### config.mk
export PLATFORM = sky130hd
export DESIGN_NAME = sadc_top
export DESIGN_NICKNAME = d
export VERILOG_FILES = /design/src/rtl/sadc_pkg.sv /design/src/rtl/sadc_conv_if.sv /design/src/rtl/sadc_conv_stage.sv /design/src/rtl/sadc_top.sv
export VERILOG_INCLUDE_DIRS = /design/src /design/src/rtl
export SDC_FILE = /design/constraint.sdc
export NUM_CORES = 1
export LEC_CHECK = 0
export BUFFER_PORTS_ARGS = -buffer_cell sky130_fd_sc_hd__buf_4
export CORE_AREA = 5 5 68 70
export DETAILED_ROUTE_END_ITERATION = 7
export DIE_AREA = 0 0 73 75
export PLACE_DENSITY = 0.7
export RECOVER_POWER = 25
export SETUP_SLACK_MARGIN = 0.02
export SYNTH_ARGS = -nofsm -noshare
export SYNTH_HDL_FRONTEND = slang
export SYNTH_SLANG_ARGS = --single-unit
### constraint.sdc
create_clock -name clk -period 1.5 [get_ports clk]
set_input_delay 0.15 -clock clk [delete_from_list [all_inputs] [get_ports clk]]
set_output_delay 0.15 -clock clk [all_outputs]
set_load 0.1 [all_outputs]
### src/rtl/sadc_cfg.svh
/*
  Fixed figures of the sampling converter digital side: word widths,
  code limits, sign-extension shifts of the gain stage and pipeline timing.
  Assumes it is included by bare name from the package and design files.
*/
`ifndef SADC_CFG_SVH
`define SADC_CFG_SVH

`define SADC_RES_W 12
`define SADC_AIN_W 16
`define SADC_CODE_MIN 12'h800
`define SADC_CODE_MAX 12'h7ff
`define SADC_CODE_ZERO 12'h000
`define SADC_CODE_NEG1 12'hfff
`define SADC_SAT_HI 16'sh07ff
`define SADC_SAT_LO 16'shf800
`define SADC_SHIFT_UNITY 4
`define SADC_SHIFT_DOUBLE 3
`define SADC_DBL_LIM 16'sh3fff
`define SADC_DBL_LIM_N 16'shc000
`define SADC_CLK_NS 100
`define SADC_CONV_NS 70
`define SADC_CONV_CYC \
  (((`SADC_CONV_NS / `SADC_CLK_NS) < 1) ? 1 : (`SADC_CONV_NS / `SADC_CLK_NS))
`define SADC_PIPE_CYC 2
`define SADC_LAT_EDGES 3
`define SADC_FILL_CNT 2'h3
`define SADC_AIN_ZERO 16'sh0000
`define SADC_AIN_NEG1 16'shffff
`define SADC_AIN_POS_FS 16'sh7fff
`define SADC_AIN_NEG_FS 16'sh8000

`endif

### src/rtl/sadc_pkg.sv
/*
  Types and the quantiser function shared by the converter modules.
  Assumes sadc_cfg.svh is reachable on the include path.
*/
`include "sadc_cfg.svh"

package sadc_pkg;

  typedef logic signed [`SADC_AIN_W-1:0] sadc_ain_t;
  typedef logic [`SADC_RES_W-1:0] sadc_code_t;

  typedef enum logic {
    SADC_GAIN_DOUBLE = 1'b0,
    SADC_GAIN_UNITY = 1'b1
  } sadc_gain_e;

  // floor division keeps the zero crossing between 000 and fff
  function automatic sadc_code_t sadc_quantize(input sadc_ain_t ain,
                                               input sadc_gain_e gain);
    sadc_ain_t sh;
    sadc_code_t code;
    sh = (gain == SADC_GAIN_UNITY) ? (ain >>> `SADC_SHIFT_UNITY)
                                   : (ain >>> `SADC_SHIFT_DOUBLE);
    if (sh > `SADC_SAT_HI) begin
      code = `SADC_CODE_MAX;
    end else if (sh < `SADC_SAT_LO) begin
      code = `SADC_CODE_MIN;
    end else begin
      code = sh[`SADC_RES_W-1:0];
    end
    return code;
  endfunction

  function automatic logic sadc_is_range_end(input sadc_code_t code);
    return (code == `SADC_CODE_MIN) || (code == `SADC_CODE_MAX);
  endfunction

endpackage

### src/rtl/sadc_conv_if.sv
/*
  Carrier between the pipeline top and the conversion stage.
  Assumes both sides run on the same clock.
*/
`timescale 1ns/1ps
`include "sadc_cfg.svh"

interface sadc_conv_if;
  sadc_pkg::sadc_ain_t sample;
  sadc_pkg::sadc_gain_e gain;
  logic take;
  sadc_pkg::sadc_code_t code;
  logic ovf;
  logic done;

  modport stage (input sample, input gain, input take,
                 output code, output ovf, output done);
  modport pipe (output sample, output gain, output take,
                input code, input ovf, input done);
endinterface

### src/rtl/sadc_conv_stage.sv
/*
  Conversion stage: turns one held sample into a code and its range flag
  in one clock. Assumes the sample and gain stay put for that clock.
*/
`timescale 1ns/1ps
`include "sadc_cfg.svh"

module sadc_conv_stage (
  // clock and reset
  input wire logic clk,
  input wire logic arst_n,
  // sample in, code out
  sadc_conv_if.stage cv
);

  sadc_pkg::sadc_code_t code_r;
  logic ovf_r;
  logic done_r;

  // a started conversion runs to its end; only arst_n can cut it short
  always_ff @(posedge clk or negedge arst_n) begin
    if (!arst_n) begin
      code_r <= `SADC_CODE_ZERO;
      ovf_r <= 1'b0;
      done_r <= 1'b0;
    end else begin
      code_r <= sadc_pkg::sadc_quantize(cv.sample, cv.gain);
      ovf_r <= sadc_pkg::sadc_is_range_end(
                 sadc_pkg::sadc_quantize(cv.sample, cv.gain));
      done_r <= cv.take;
    end
  end

  assign cv.code = code_r;
  assign cv.ovf = ovf_r;
  assign cv.done = done_r;

endmodule

### src/rtl/sadc_top.sv
/*
  Digital side of a 12-bit pipelined sampling converter: samples on every
  rising edge, converts, and presents the word and range flag two clocks
  later. Assumes a free-running clock; the analog input arrives as a
  signed word synchronous to clk, full span at unity gain.
*/
`timescale 1ns/1ps
`include "sadc_cfg.svh"

// How it works
// - every result leaves as a 12-bit two's complement word.
// - overflow flag is high exactly for codes 800 and 7ff.
// - zero crossing sits between codes 000 and fff.
// - a new sample is taken on every rising clock edge.
// - a started conversion is never restarted; only arst_n aborts it.
// - the word is refreshed one clock after the end of each conversion.
// - each result waits one extra pipeline clock after its one-clock conversion before output.
// - only rising clock edges time the logic; duty cycle is free.
// - gain pin high gives unity gain, low halves the input span.
module sadc_top (
  // clock and reset
  input wire logic clk,
  input wire logic arst_n,
  // analog side, already digitised and synchronous
  input wire sadc_pkg::sadc_ain_t analog_in,
  input wire logic gain_sel,
  // parallel result
  output sadc_pkg::sadc_code_t result,
  output logic overflow_flag,
  output logic result_valid
);

  sadc_conv_if cv ();

  sadc_pkg::sadc_ain_t sample_r;
  sadc_pkg::sadc_gain_e gain_r;
  logic smp_v_r;
  sadc_pkg::sadc_code_t result_r;
  logic overflow_flag_r;
  logic result_valid_r;

  // sampling: the input is frozen on each rising edge, no gaps
  always_ff @(posedge clk or negedge arst_n) begin
    if (!arst_n) begin
      sample_r <= '0;
      gain_r <= sadc_pkg::SADC_GAIN_UNITY;
      smp_v_r <= 1'b0;
    end else begin
      sample_r <= analog_in;
      gain_r <= sadc_pkg::sadc_gain_e'(gain_sel);
      smp_v_r <= 1'b1;
    end
  end

  assign cv.sample = sample_r;
  assign cv.gain = gain_r;
  assign cv.take = smp_v_r;

  sadc_conv_stage i_sadc_conv_stage (
    .clk(clk),
    .arst_n(arst_n),
    .cv(cv)
  );

  // output pipeline stage; word and flag move as one so a receiver
  // latching on any edge never sees a flag from another sample
  always_ff @(posedge clk or negedge arst_n) begin
    if (!arst_n) begin
      result_r <= `SADC_CODE_ZERO;
      overflow_flag_r <= 1'b0;
      result_valid_r <= 1'b0;
    end else begin
      result_r <= cv.code;
      overflow_flag_r <= cv.ovf;
      result_valid_r <= cv.done;
    end
  end

  // offset binary is the receiver's job: it flips result[11] only
  assign result = result_r;
  assign overflow_flag = overflow_flag_r;
  assign result_valid = result_valid_r;

  // checks

  a_sample_each_edge: assert property (
    @(posedge clk) disable iff (!arst_n)
    $past(arst_n) |-> (sample_r == $past(analog_in) && smp_v_r))
    else $error("input not sampled on this edge");

  a_conv_one_clock: assert property (
    @(posedge clk) disable iff (!arst_n)
    smp_v_r |=> (cv.done &&
      cv.code == sadc_pkg::sadc_quantize($past(sample_r), $past(gain_r))))
    else $error("conversion not done one clock after sampling");

  a_no_abort: assert property (
    @(posedge clk) disable iff (!arst_n)
    smp_v_r |-> ##`SADC_PIPE_CYC result_valid_r)
    else $error("started conversion never reached the output");

  a_word_latency: assert property (
    @(posedge clk) disable iff (!arst_n)
    result_valid_r |-> result_r == sadc_pkg::sadc_quantize(
      $past(analog_in, `SADC_LAT_EDGES),
      sadc_pkg::sadc_gain_e'($past(gain_sel, `SADC_LAT_EDGES))))
    else $error("word not from sample three edges back");

  a_sign_kept: assert property (
    @(posedge clk) disable iff (!arst_n)
    result_valid_r |-> result_r[`SADC_RES_W-1] ==
                       $past(analog_in[`SADC_AIN_W-1], `SADC_LAT_EDGES))
    else $error("result sign differs from input sign");

  a_unity_span: assert property (
    @(posedge clk) disable iff (!arst_n)
    (result_valid_r && $past(gain_sel, `SADC_LAT_EDGES)) |->
      result_r == $past(analog_in[`SADC_AIN_W-1:`SADC_SHIFT_UNITY],
                        `SADC_LAT_EDGES))
    else $error("unity gain word not the top input bits");

  a_zero_cross: assert property (
    @(posedge clk) disable iff (!arst_n)
    (result_valid_r && $past(gain_sel, `SADC_LAT_EDGES) &&
     $past(analog_in, `SADC_LAT_EDGES) == `SADC_AIN_NEG1) |->
      result_r == `SADC_CODE_NEG1)
    else $error("input just below zero not coded as fff");

  a_zero_below_dbl: assert property (
    @(posedge clk) disable iff (!arst_n)
    (result_valid_r && !$past(gain_sel, `SADC_LAT_EDGES) &&
     $past(analog_in, `SADC_LAT_EDGES) == `SADC_AIN_NEG1) |->
      result_r == `SADC_CODE_NEG1)
    else $error("double gain input below zero not coded as fff");

  a_zero_above: assert property (
    @(posedge clk) disable iff (!arst_n)
    (result_valid_r &&
     $past(analog_in, `SADC_LAT_EDGES) == `SADC_AIN_ZERO) |->
      (result_r == `SADC_CODE_ZERO && !overflow_flag_r))
    else $error("zero input not coded as 000");

  a_flag_range: assert property (
    @(posedge clk) disable iff (!arst_n)
    result_valid_r |-> overflow_flag_r ==
      ((result_r == `SADC_CODE_MIN) || (result_r == `SADC_CODE_MAX)))
    else $error("overflow flag wrong for code");

  a_sat_high: assert property (
    @(posedge clk) disable iff (!arst_n)
    (result_valid_r && $past(analog_in, `SADC_LAT_EDGES) == `SADC_AIN_POS_FS)
      |-> (result_r == `SADC_CODE_MAX && overflow_flag_r))
    else $error("top of input not coded 7ff with flag");

  a_sat_low: assert property (
    @(posedge clk) disable iff (!arst_n)
    (result_valid_r && $past(analog_in, `SADC_LAT_EDGES) == `SADC_AIN_NEG_FS)
      |-> (result_r == `SADC_CODE_MIN && overflow_flag_r))
    else $error("bottom of input not coded 800 with flag");

  a_flag_with_word: assert property (
    @(posedge clk) disable iff (!arst_n)
    (result_valid_r && $changed(overflow_flag_r)) |->
      $changed(result_r) && $past(cv.ovf) == overflow_flag_r)
    else $error("flag moved without its word");

  a_stage_flag: assert property (
    @(posedge clk) disable iff (!arst_n)
    cv.done |-> cv.ovf == sadc_pkg::sadc_is_range_end(cv.code))
    else $error("stage flag does not match its code");

  a_double_gain: assert property (
    @(posedge clk) disable iff (!arst_n)
    (result_valid_r && !$past(gain_sel, `SADC_LAT_EDGES) &&
     $past(analog_in, `SADC_LAT_EDGES) <= `SADC_DBL_LIM &&
     $past(analog_in, `SADC_LAT_EDGES) >= `SADC_DBL_LIM_N) |->
      result_r == $past(
        analog_in[`SADC_RES_W+`SADC_SHIFT_DOUBLE-1:`SADC_SHIFT_DOUBLE],
        `SADC_LAT_EDGES))
    else $error("double gain span not halved");

  a_double_sat_hi: assert property (
    @(posedge clk) disable iff (!arst_n)
    (result_valid_r && !$past(gain_sel, `SADC_LAT_EDGES) &&
     $past(analog_in, `SADC_LAT_EDGES) > `SADC_DBL_LIM) |->
      (result_r == `SADC_CODE_MAX && overflow_flag_r))
    else $error("double gain overrange not coded 7ff");

  a_double_sat_lo: assert property (
    @(posedge clk) disable iff (!arst_n)
    (result_valid_r && !$past(gain_sel, `SADC_LAT_EDGES) &&
     $past(analog_in, `SADC_LAT_EDGES) < `SADC_DBL_LIM_N) |->
      (result_r == `SADC_CODE_MIN && overflow_flag_r))
    else $error("double gain underrange not coded 800");

  a_take_no_gap: assert property (
    @(posedge clk) disable iff (!arst_n)
    smp_v_r |=> smp_v_r)
    else $error("sampling skipped an edge");

  a_valid_holds: assert property (
    @(posedge clk) disable iff (!arst_n)
    result_valid_r |=> result_valid_r)
    else $error("result stream stopped without reset");

  // helper for the checks only: counts edges since reset up to the first
  // word, so the fill delay is checked apart from the valid chain
  logic [1:0] fill_cnt_r;

  always_ff @(posedge clk or negedge arst_n) begin
    if (!arst_n) begin
      fill_cnt_r <= 2'h0;
    end else if (fill_cnt_r != `SADC_FILL_CNT) begin
      fill_cnt_r <= fill_cnt_r + 2'h1;
    end
  end

  a_fill_count: assert property (
    @(posedge clk) disable iff (!arst_n)
    result_valid_r == (fill_cnt_r == `SADC_FILL_CNT))
    else $error("valid not raised on the third edge after reset");

  a_valid_rise: assert property (
    @(posedge clk) disable iff (!arst_n)
    $rose(result_valid_r) |->
      ($past(smp_v_r, `SADC_PIPE_CYC) && !$past(smp_v_r, `SADC_LAT_EDGES)))
    else $error("valid rose at the wrong edge");

endmodule

**After elaboration in Yosys (flattened, before gate mapping)**

Cells that the tools add are included.

- Logic and storage cells: 17
- Output and inout port bits: 14
- Input bits: 19
- Bits in writable memories: 0
- Register bits: 46
- Memories: 0
- Bits in latches: 0
- Memory bits (read-only): 0

- Reductions and logical operators: 1
- Shift-type cells: 0
- Order comparisons: 2
- $add $sub $neg: 0
- Muxes and demuxes: 3
- Div/mod/pow operators: 0
- Eq/ne operators: 2
- Multipliers: 0
- Bitwise gates (word level): 0

Operators with widths:

| cell | count |
|---|---|
| $mux W12 | 3 |
| $gt A13 B12 Y1 const B | 1 |
| $lt A13 B12 Y1 const B | 1 |
| $eq A12 B11 Y1 const B | 1 |
| $eq A12 B12 Y1 const B | 1 |
| $logic_or A1 B1 Y1 | 1 |

**Longest topological paths before layout**

- Depth after elaboration: 6
- Depth in mapped cells: 5
- Depth with buffers taken out: 4

**Hierarchy**

A second synthesis with hierarchy kept.

- Cell total of the unflattened synthesis: 119
- Area total of the unflattened synthesis: 1,614.0 µm²

Modules (own cells, without submodules):

| module | seq. area each (µm²) | cells an instance | instances | area each (µm²) |
|---|---|---|---|---|
| sadc_conv_stage | 350.3 | 86 | 1 | 808.3 |
| sadc_top | 802.0 | 33 | 1 | 805.8 |

**Least setup slack after synthesis**

No wires, ideal clock.

- Path kind: reg2reg
- Start point: reg sample_r[14] (netlist: cv.sample[14])
- End point: reg i_sadc_conv_stage.code_r[3] (netlist: i_sadc_conv_stage.cv.code[3])
- Clock period less this slack: 1,303 ps
- Slack: 197 ps
- Data required time: 1,375 ps
- Buffers on the path: 2
- Arrival time: 1,178 ps
- Library setup time: 125 ps
- Cell stages (with the launch flop): 5
- Cells stage by stage: dfrtp_1 buf_6 buf_6 maj3_1 mux2_2

- Word-level cells in the longest chain between the ends: 4
- Elaborated cells on any way between the ends: 5
- Those cells by class: order compare (2); mux (3)

Ends and longest elaborated chain:

| item | line | RTL |
|---|---|---|
| start: declaration | sadc_top.sv:35 | `sadc_pkg::sadc_ain_t sample_r;` |
| start signal: assignment | sadc_top.sv:49 | `sample_r <= analog_in;` |
| $mux W12 (*) | sadc_pkg.sv:22 | `` sh = (gain == SADC_GAIN_UNITY) ? (ain >>> `SADC_SHIFT_UNITY) `` |
| $lt A13 B12 Y1 (no line) | n/a |  |
| $mux W12 | sadc_pkg.sv:26 | `` end else if (sh < `SADC_SAT_LO) begin `` |
| $mux W12 (*) | sadc_pkg.sv:24 | `` if (sh > `SADC_SAT_HI) begin `` |
| end signal: assignment | sadc_conv_stage.sv:23 | `` code_r <= `SADC_CODE_ZERO; `` |
| end signal: assignment | sadc_conv_stage.sv:27 | `code_r <= sadc_pkg::sadc_quantize(cv.sample, cv.gain);` |
| end: declaration | sadc_conv_stage.sv:16 | `sadc_pkg::sadc_code_t code_r;` |

Mark *: on every way between the ends. The rest lies on a longest branch, timed or not.

**Final worst setup path**

- Start point: reg gain_r (netlist: cv.gain)
- End point: reg i_sadc_conv_stage.ovf_r (netlist: i_sadc_conv_stage.cv.ovf)

- Word-level cells in the longest chain between the ends: 6
- Elaborated cells on any way between the ends: 8
- Those cells by class: order compare (2); eq/ne (2); mux (3); reduce/logical (1)

Ends and longest elaborated chain:

| item | line | RTL |
|---|---|---|
| start: declaration | sadc_top.sv:36 | `sadc_pkg::sadc_gain_e gain_r;` |
| start signal: assignment | sadc_top.sv:46 | `gain_r <= sadc_pkg::SADC_GAIN_UNITY;` |
| start signal: assignment | sadc_top.sv:50 | `gain_r <= sadc_pkg::sadc_gain_e'(gain_sel);` |
| $mux W12 (*) | sadc_pkg.sv:22 |  |
| $lt A13 B12 Y1 (no line) | n/a |  |
| $mux W12 | sadc_pkg.sv:26 |  |
| $mux W12 (*) | sadc_pkg.sv:24 |  |
| $eq A12 B12 Y1 (no line) / $eq A12 B11 Y1 (equally long branches) | n/a |  |
| $logic_or A1 B1 Y1 (*) | sadc_pkg.sv:35 | `` return (code == `SADC_CODE_MIN) \|\| (code == `SADC_CODE_MAX); `` |
| end signal: assignment | sadc_conv_stage.sv:28 | `ovf_r <= sadc_pkg::sadc_is_range_end(` |
| end: declaration | sadc_conv_stage.sv:17 | `logic ovf_r;` |

Marked as above.

==> summary.txt <==
Layout
  – Commonest non-fill, non-tap cell in the layout: dfrtp_1
  – Area Growth Syn to Fin: 37.38%
  – Non-filler cells, final: 203
  – Antenna diodes: 0
  – Commonest cells after routing, fill and taps aside: 42 x dfrtp_1, 24 x buf_4, 15 x dlygate4sd3_1, 8 x clkbuf_4, 7 x maj3_1
  – Nets: approximately 170
  – Layout cells sized above 1: 33.33%

GRT
  – Total grt overflow: 0
  – Initial antenna violation count: 0
  – Via count of the first global-routing pass: 979
  – First-pass GRT wire length: 3.939 mm
  – Pin count of the biggest net entering global routing: 44
  – GRT Resource Usage Total: 9.649%

STA
  – Final hold vios: 0
  – Min Hold Slack: 348.7 ps
  – Max Slew Vio Count: 0
  – Setup_tns: 0 ps
  – Skew final: about 1.9 ps
  – Final period utilization: between 90% and 100%
  – RSZ-0062 raised after global routing: no
  – Minimum clock period: 1387 ps
  – FMAX: 720.9 MHz
  – Final setup fails: 0

Power
  – Pwr per Cell Area: 1339 nW/um2
  – Lkg Pwr: 0.9116 nW
  – Total Power: 0.002770 W
  – IR drop worst, VDD: about 0.00076 V

Synth
  – Synth Area in Simple Gates: 7.309%
  – Synth Area in Compound Gates: under 10%
  – Post-synthesis cell type count: 29
  – Post-synthesis mux area share: between 6 and 7%
  – Synth Area in Adders: under 10%
  – Cells after synthesis: 103
  – Synth Register Bits: 43
  – EDFF count, synth: 0
  – Top cell type's share of synthesized area: 69.77%
  – Post-synth ARST share: 100.0%
  – YS warnings: 0
  – Avg Cell Area, Syn: 14.63 um2
  – Primary FF master, synth: dfrtp_1
  – Cell accounting for the most synthesized area: dfrtp_1
  – Seq/Total Area, Yosys: 71.51%
  – Synth area leaders: dfrtp_1 70%, maj3_1 4.7%, mux2_2 4.5%, mux2i_1 2.0%, o21ai_0 2.0%
  – Post-Syn Nets: ~120
  – Largest family of logic cells by synthesized area: simple AND/OR/NAND/NOR gates
  – Synth Cell Area: 1506 um2
  – Post-Synth XOR/XNOR Area: 0.5814%

Routing
  – Initial drt markers: 29
  – Antenna viol nets, final: 0
  – Vias per inst: roughly 4.6
  – Vias: 929
  – Pre-antenna DRT Iters: 4
  – DRC viols: 0
  – Drt total wl: ~2.2 mm
  – DR WL/cell: between 10 and 15 um

Clock network
  – Post-CTS Setup Repair Bufs: 0
  – Clock sink count: between 40 and 50
  – TritonCTS clock tree: done
  – Skew-Pair Late Insertion Delay: 290 ps
  – CTS root buffer: clkbuf_8
  – Worst-path clk slew: 80 ps
  – Clock Tree Buf Depth: 2
  – Htree depth: 2
  – Cts bufs inserted: 5

Hold path
  – WHS Path Cells: 0
  – Hold_sp: i_sadc_conv_stage.cv.code[7]$_DFF_PN0_
  – WHS Endpoint: result[7]$_DFF_PN0_
  – Hold Crit Class: flop to flop

Critical path
  – R2r setup slk: 110 ps
  – CP Buf/Inv Count: 1
  – Max stage delay cell, worst path: dfstp_2
  – Max incr delay on CP: roughly 590 ps
  – Worst setup SP type: flop
  – Cell family with most CP delay: flip-flops
  – Worst path cell trace: buf_6 -> mux2i_1 -> o2111ai_1 -> o221ai_1
  – Critical Path AT: between 1500 and 2000 ps
  – CP max FO: 8
  – Worst reg2reg path startpoint: cv.gain$_DFF_PN1_
  – Critical path capture point type: flop
  – Worst endpoint required time: about 1700 ps
  – Critical path type: flop to flop
  – Cell depth of the worst flop-to-flop path: 4
  – Critical R2R Capture: i_sadc_conv_stage.cv.ovf$_DFF_PN0_

Die
  – Die height: 75 um
  – Die width: 73 um
  – Total core area: 3914 um2
  – Die area: 5475 um2
  – Std cell rows: 23
  – # IOs: 33
  – Initial Util: between 30 and 40%

Placement
  – Final GP Congestion: 0.8732
  – Post-DP HPWL: 1.572 mm
  – Port Buf Inserts: 29
  – Placed cells: 180

Flow run
  – Total of max-cap violations: 0

Run status
  – Status: completed
==> report_power, final <==
part	internal (W)	switching (W)	leakage [nW]	total, W
Combinational	0.000141	0.000316	0.344	0.000458
Sequential	0.00124	0.0000410	0.503	0.00128
Clock	0.000663	0.000367	0.0644	0.00103
==> kinds of logic after synthesis <==
family | after synthesis
AOI/OAI and AO/OA | 14
xor gates and xnor gates | 1
adders and majority gates | 7
buffers and inverters | 7
DFF | 43
muxes | 9
other | 1
and+or+nand+nor | 21
==> stage by stage <==
step | util, % | area (um2) | setup slack, ps
4_1_cts | 52.62 | 2059 | 111.6
3_5_place_dp | 45.30 | 1773 | 133.8
5_1_grt | 52.88 | 2069 | 30.36
2_1_floorplan | - | 1506 | 196.9
6_report | 52.88 | 2069 | 112.9
3_3_place_gp | 45.30 | 1773 | 163.7
==> registers in the layout (all words and copies together) (netlist names) <==
name,cells
cv.sample,13
i_sadc_conv_stage.cv.done,1
cv.gain,1
i_sadc_conv_stage.cv.ovf,1
result_valid,1
overflow_flag,1
i_sadc_conv_stage.cv.code,12
result,12
cv.take,1
==> worst max-delay path by stage <==
stage,depth (start not counted),endpoint,slack (ps),start
after floorplan,4,i_sadc_conv_stage.cv.code[3]$_DFF_PN0_,200,cv.sample[14]$_DFF_PN0_
after CTS,4,i_sadc_conv_stage.cv.ovf$_DFF_PN0_,110,cv.gain$_DFF_PN1_
after global placement,4,i_sadc_conv_stage.cv.ovf$_DFF_PN0_,160,cv.gain$_DFF_PN1_
after global routing,5,i_sadc_conv_stage.cv.ovf$_DFF_PN0_,30,cv.sample[14]$_DFF_PN0_
final,4,i_sadc_conv_stage.cv.ovf$_DFF_PN0_,110,cv.gain$_DFF_PN1_
after detailed placement,4,i_sadc_conv_stage.cv.ovf$_DFF_PN0_,130,cv.gain$_DFF_PN1_
==> timing repair <==
| item | CTS | global route |
|---|---|---|
| gates resized for setup | 0 | 2 |
| hold buffers | 15 | 0 |
| endpoints found under the setup margin | 0 | 1 |
| endpoints found under the hold margin | 56 | 0 |
==> cells in the mapped netlist (all sizes together) (2+ instances only) <==
cell and instances:
nand2 4, buf 5, nor2 4, mux2i 3, dfrtp 42, maj3 7, nor2b 3, nand3 2
o31ai 2, o21ai 6, nand2b 3, nor4 2, mux2 6
==> layout make-up <==
type,count,area (um2)
multi-input cells,53,387.9
clock inverters,3,67.56
fillers,336,1844
repair buffers,48,401.6
flip-flops and latches,43,1077
inverters,1,3.754
well taps,50,62.56
clock buffers,5,68.82
==> per-layer routing <==
layer,vias up,wire length (um),global-route usage [%]
li1,447,-,-
met1,434,877,9.557
met2,39,1073,16.39
met3,9,224,4.806
met4,0,63,5.533
met5,-,0,0
No activity file was read; power rests on OpenSTA's default activity.
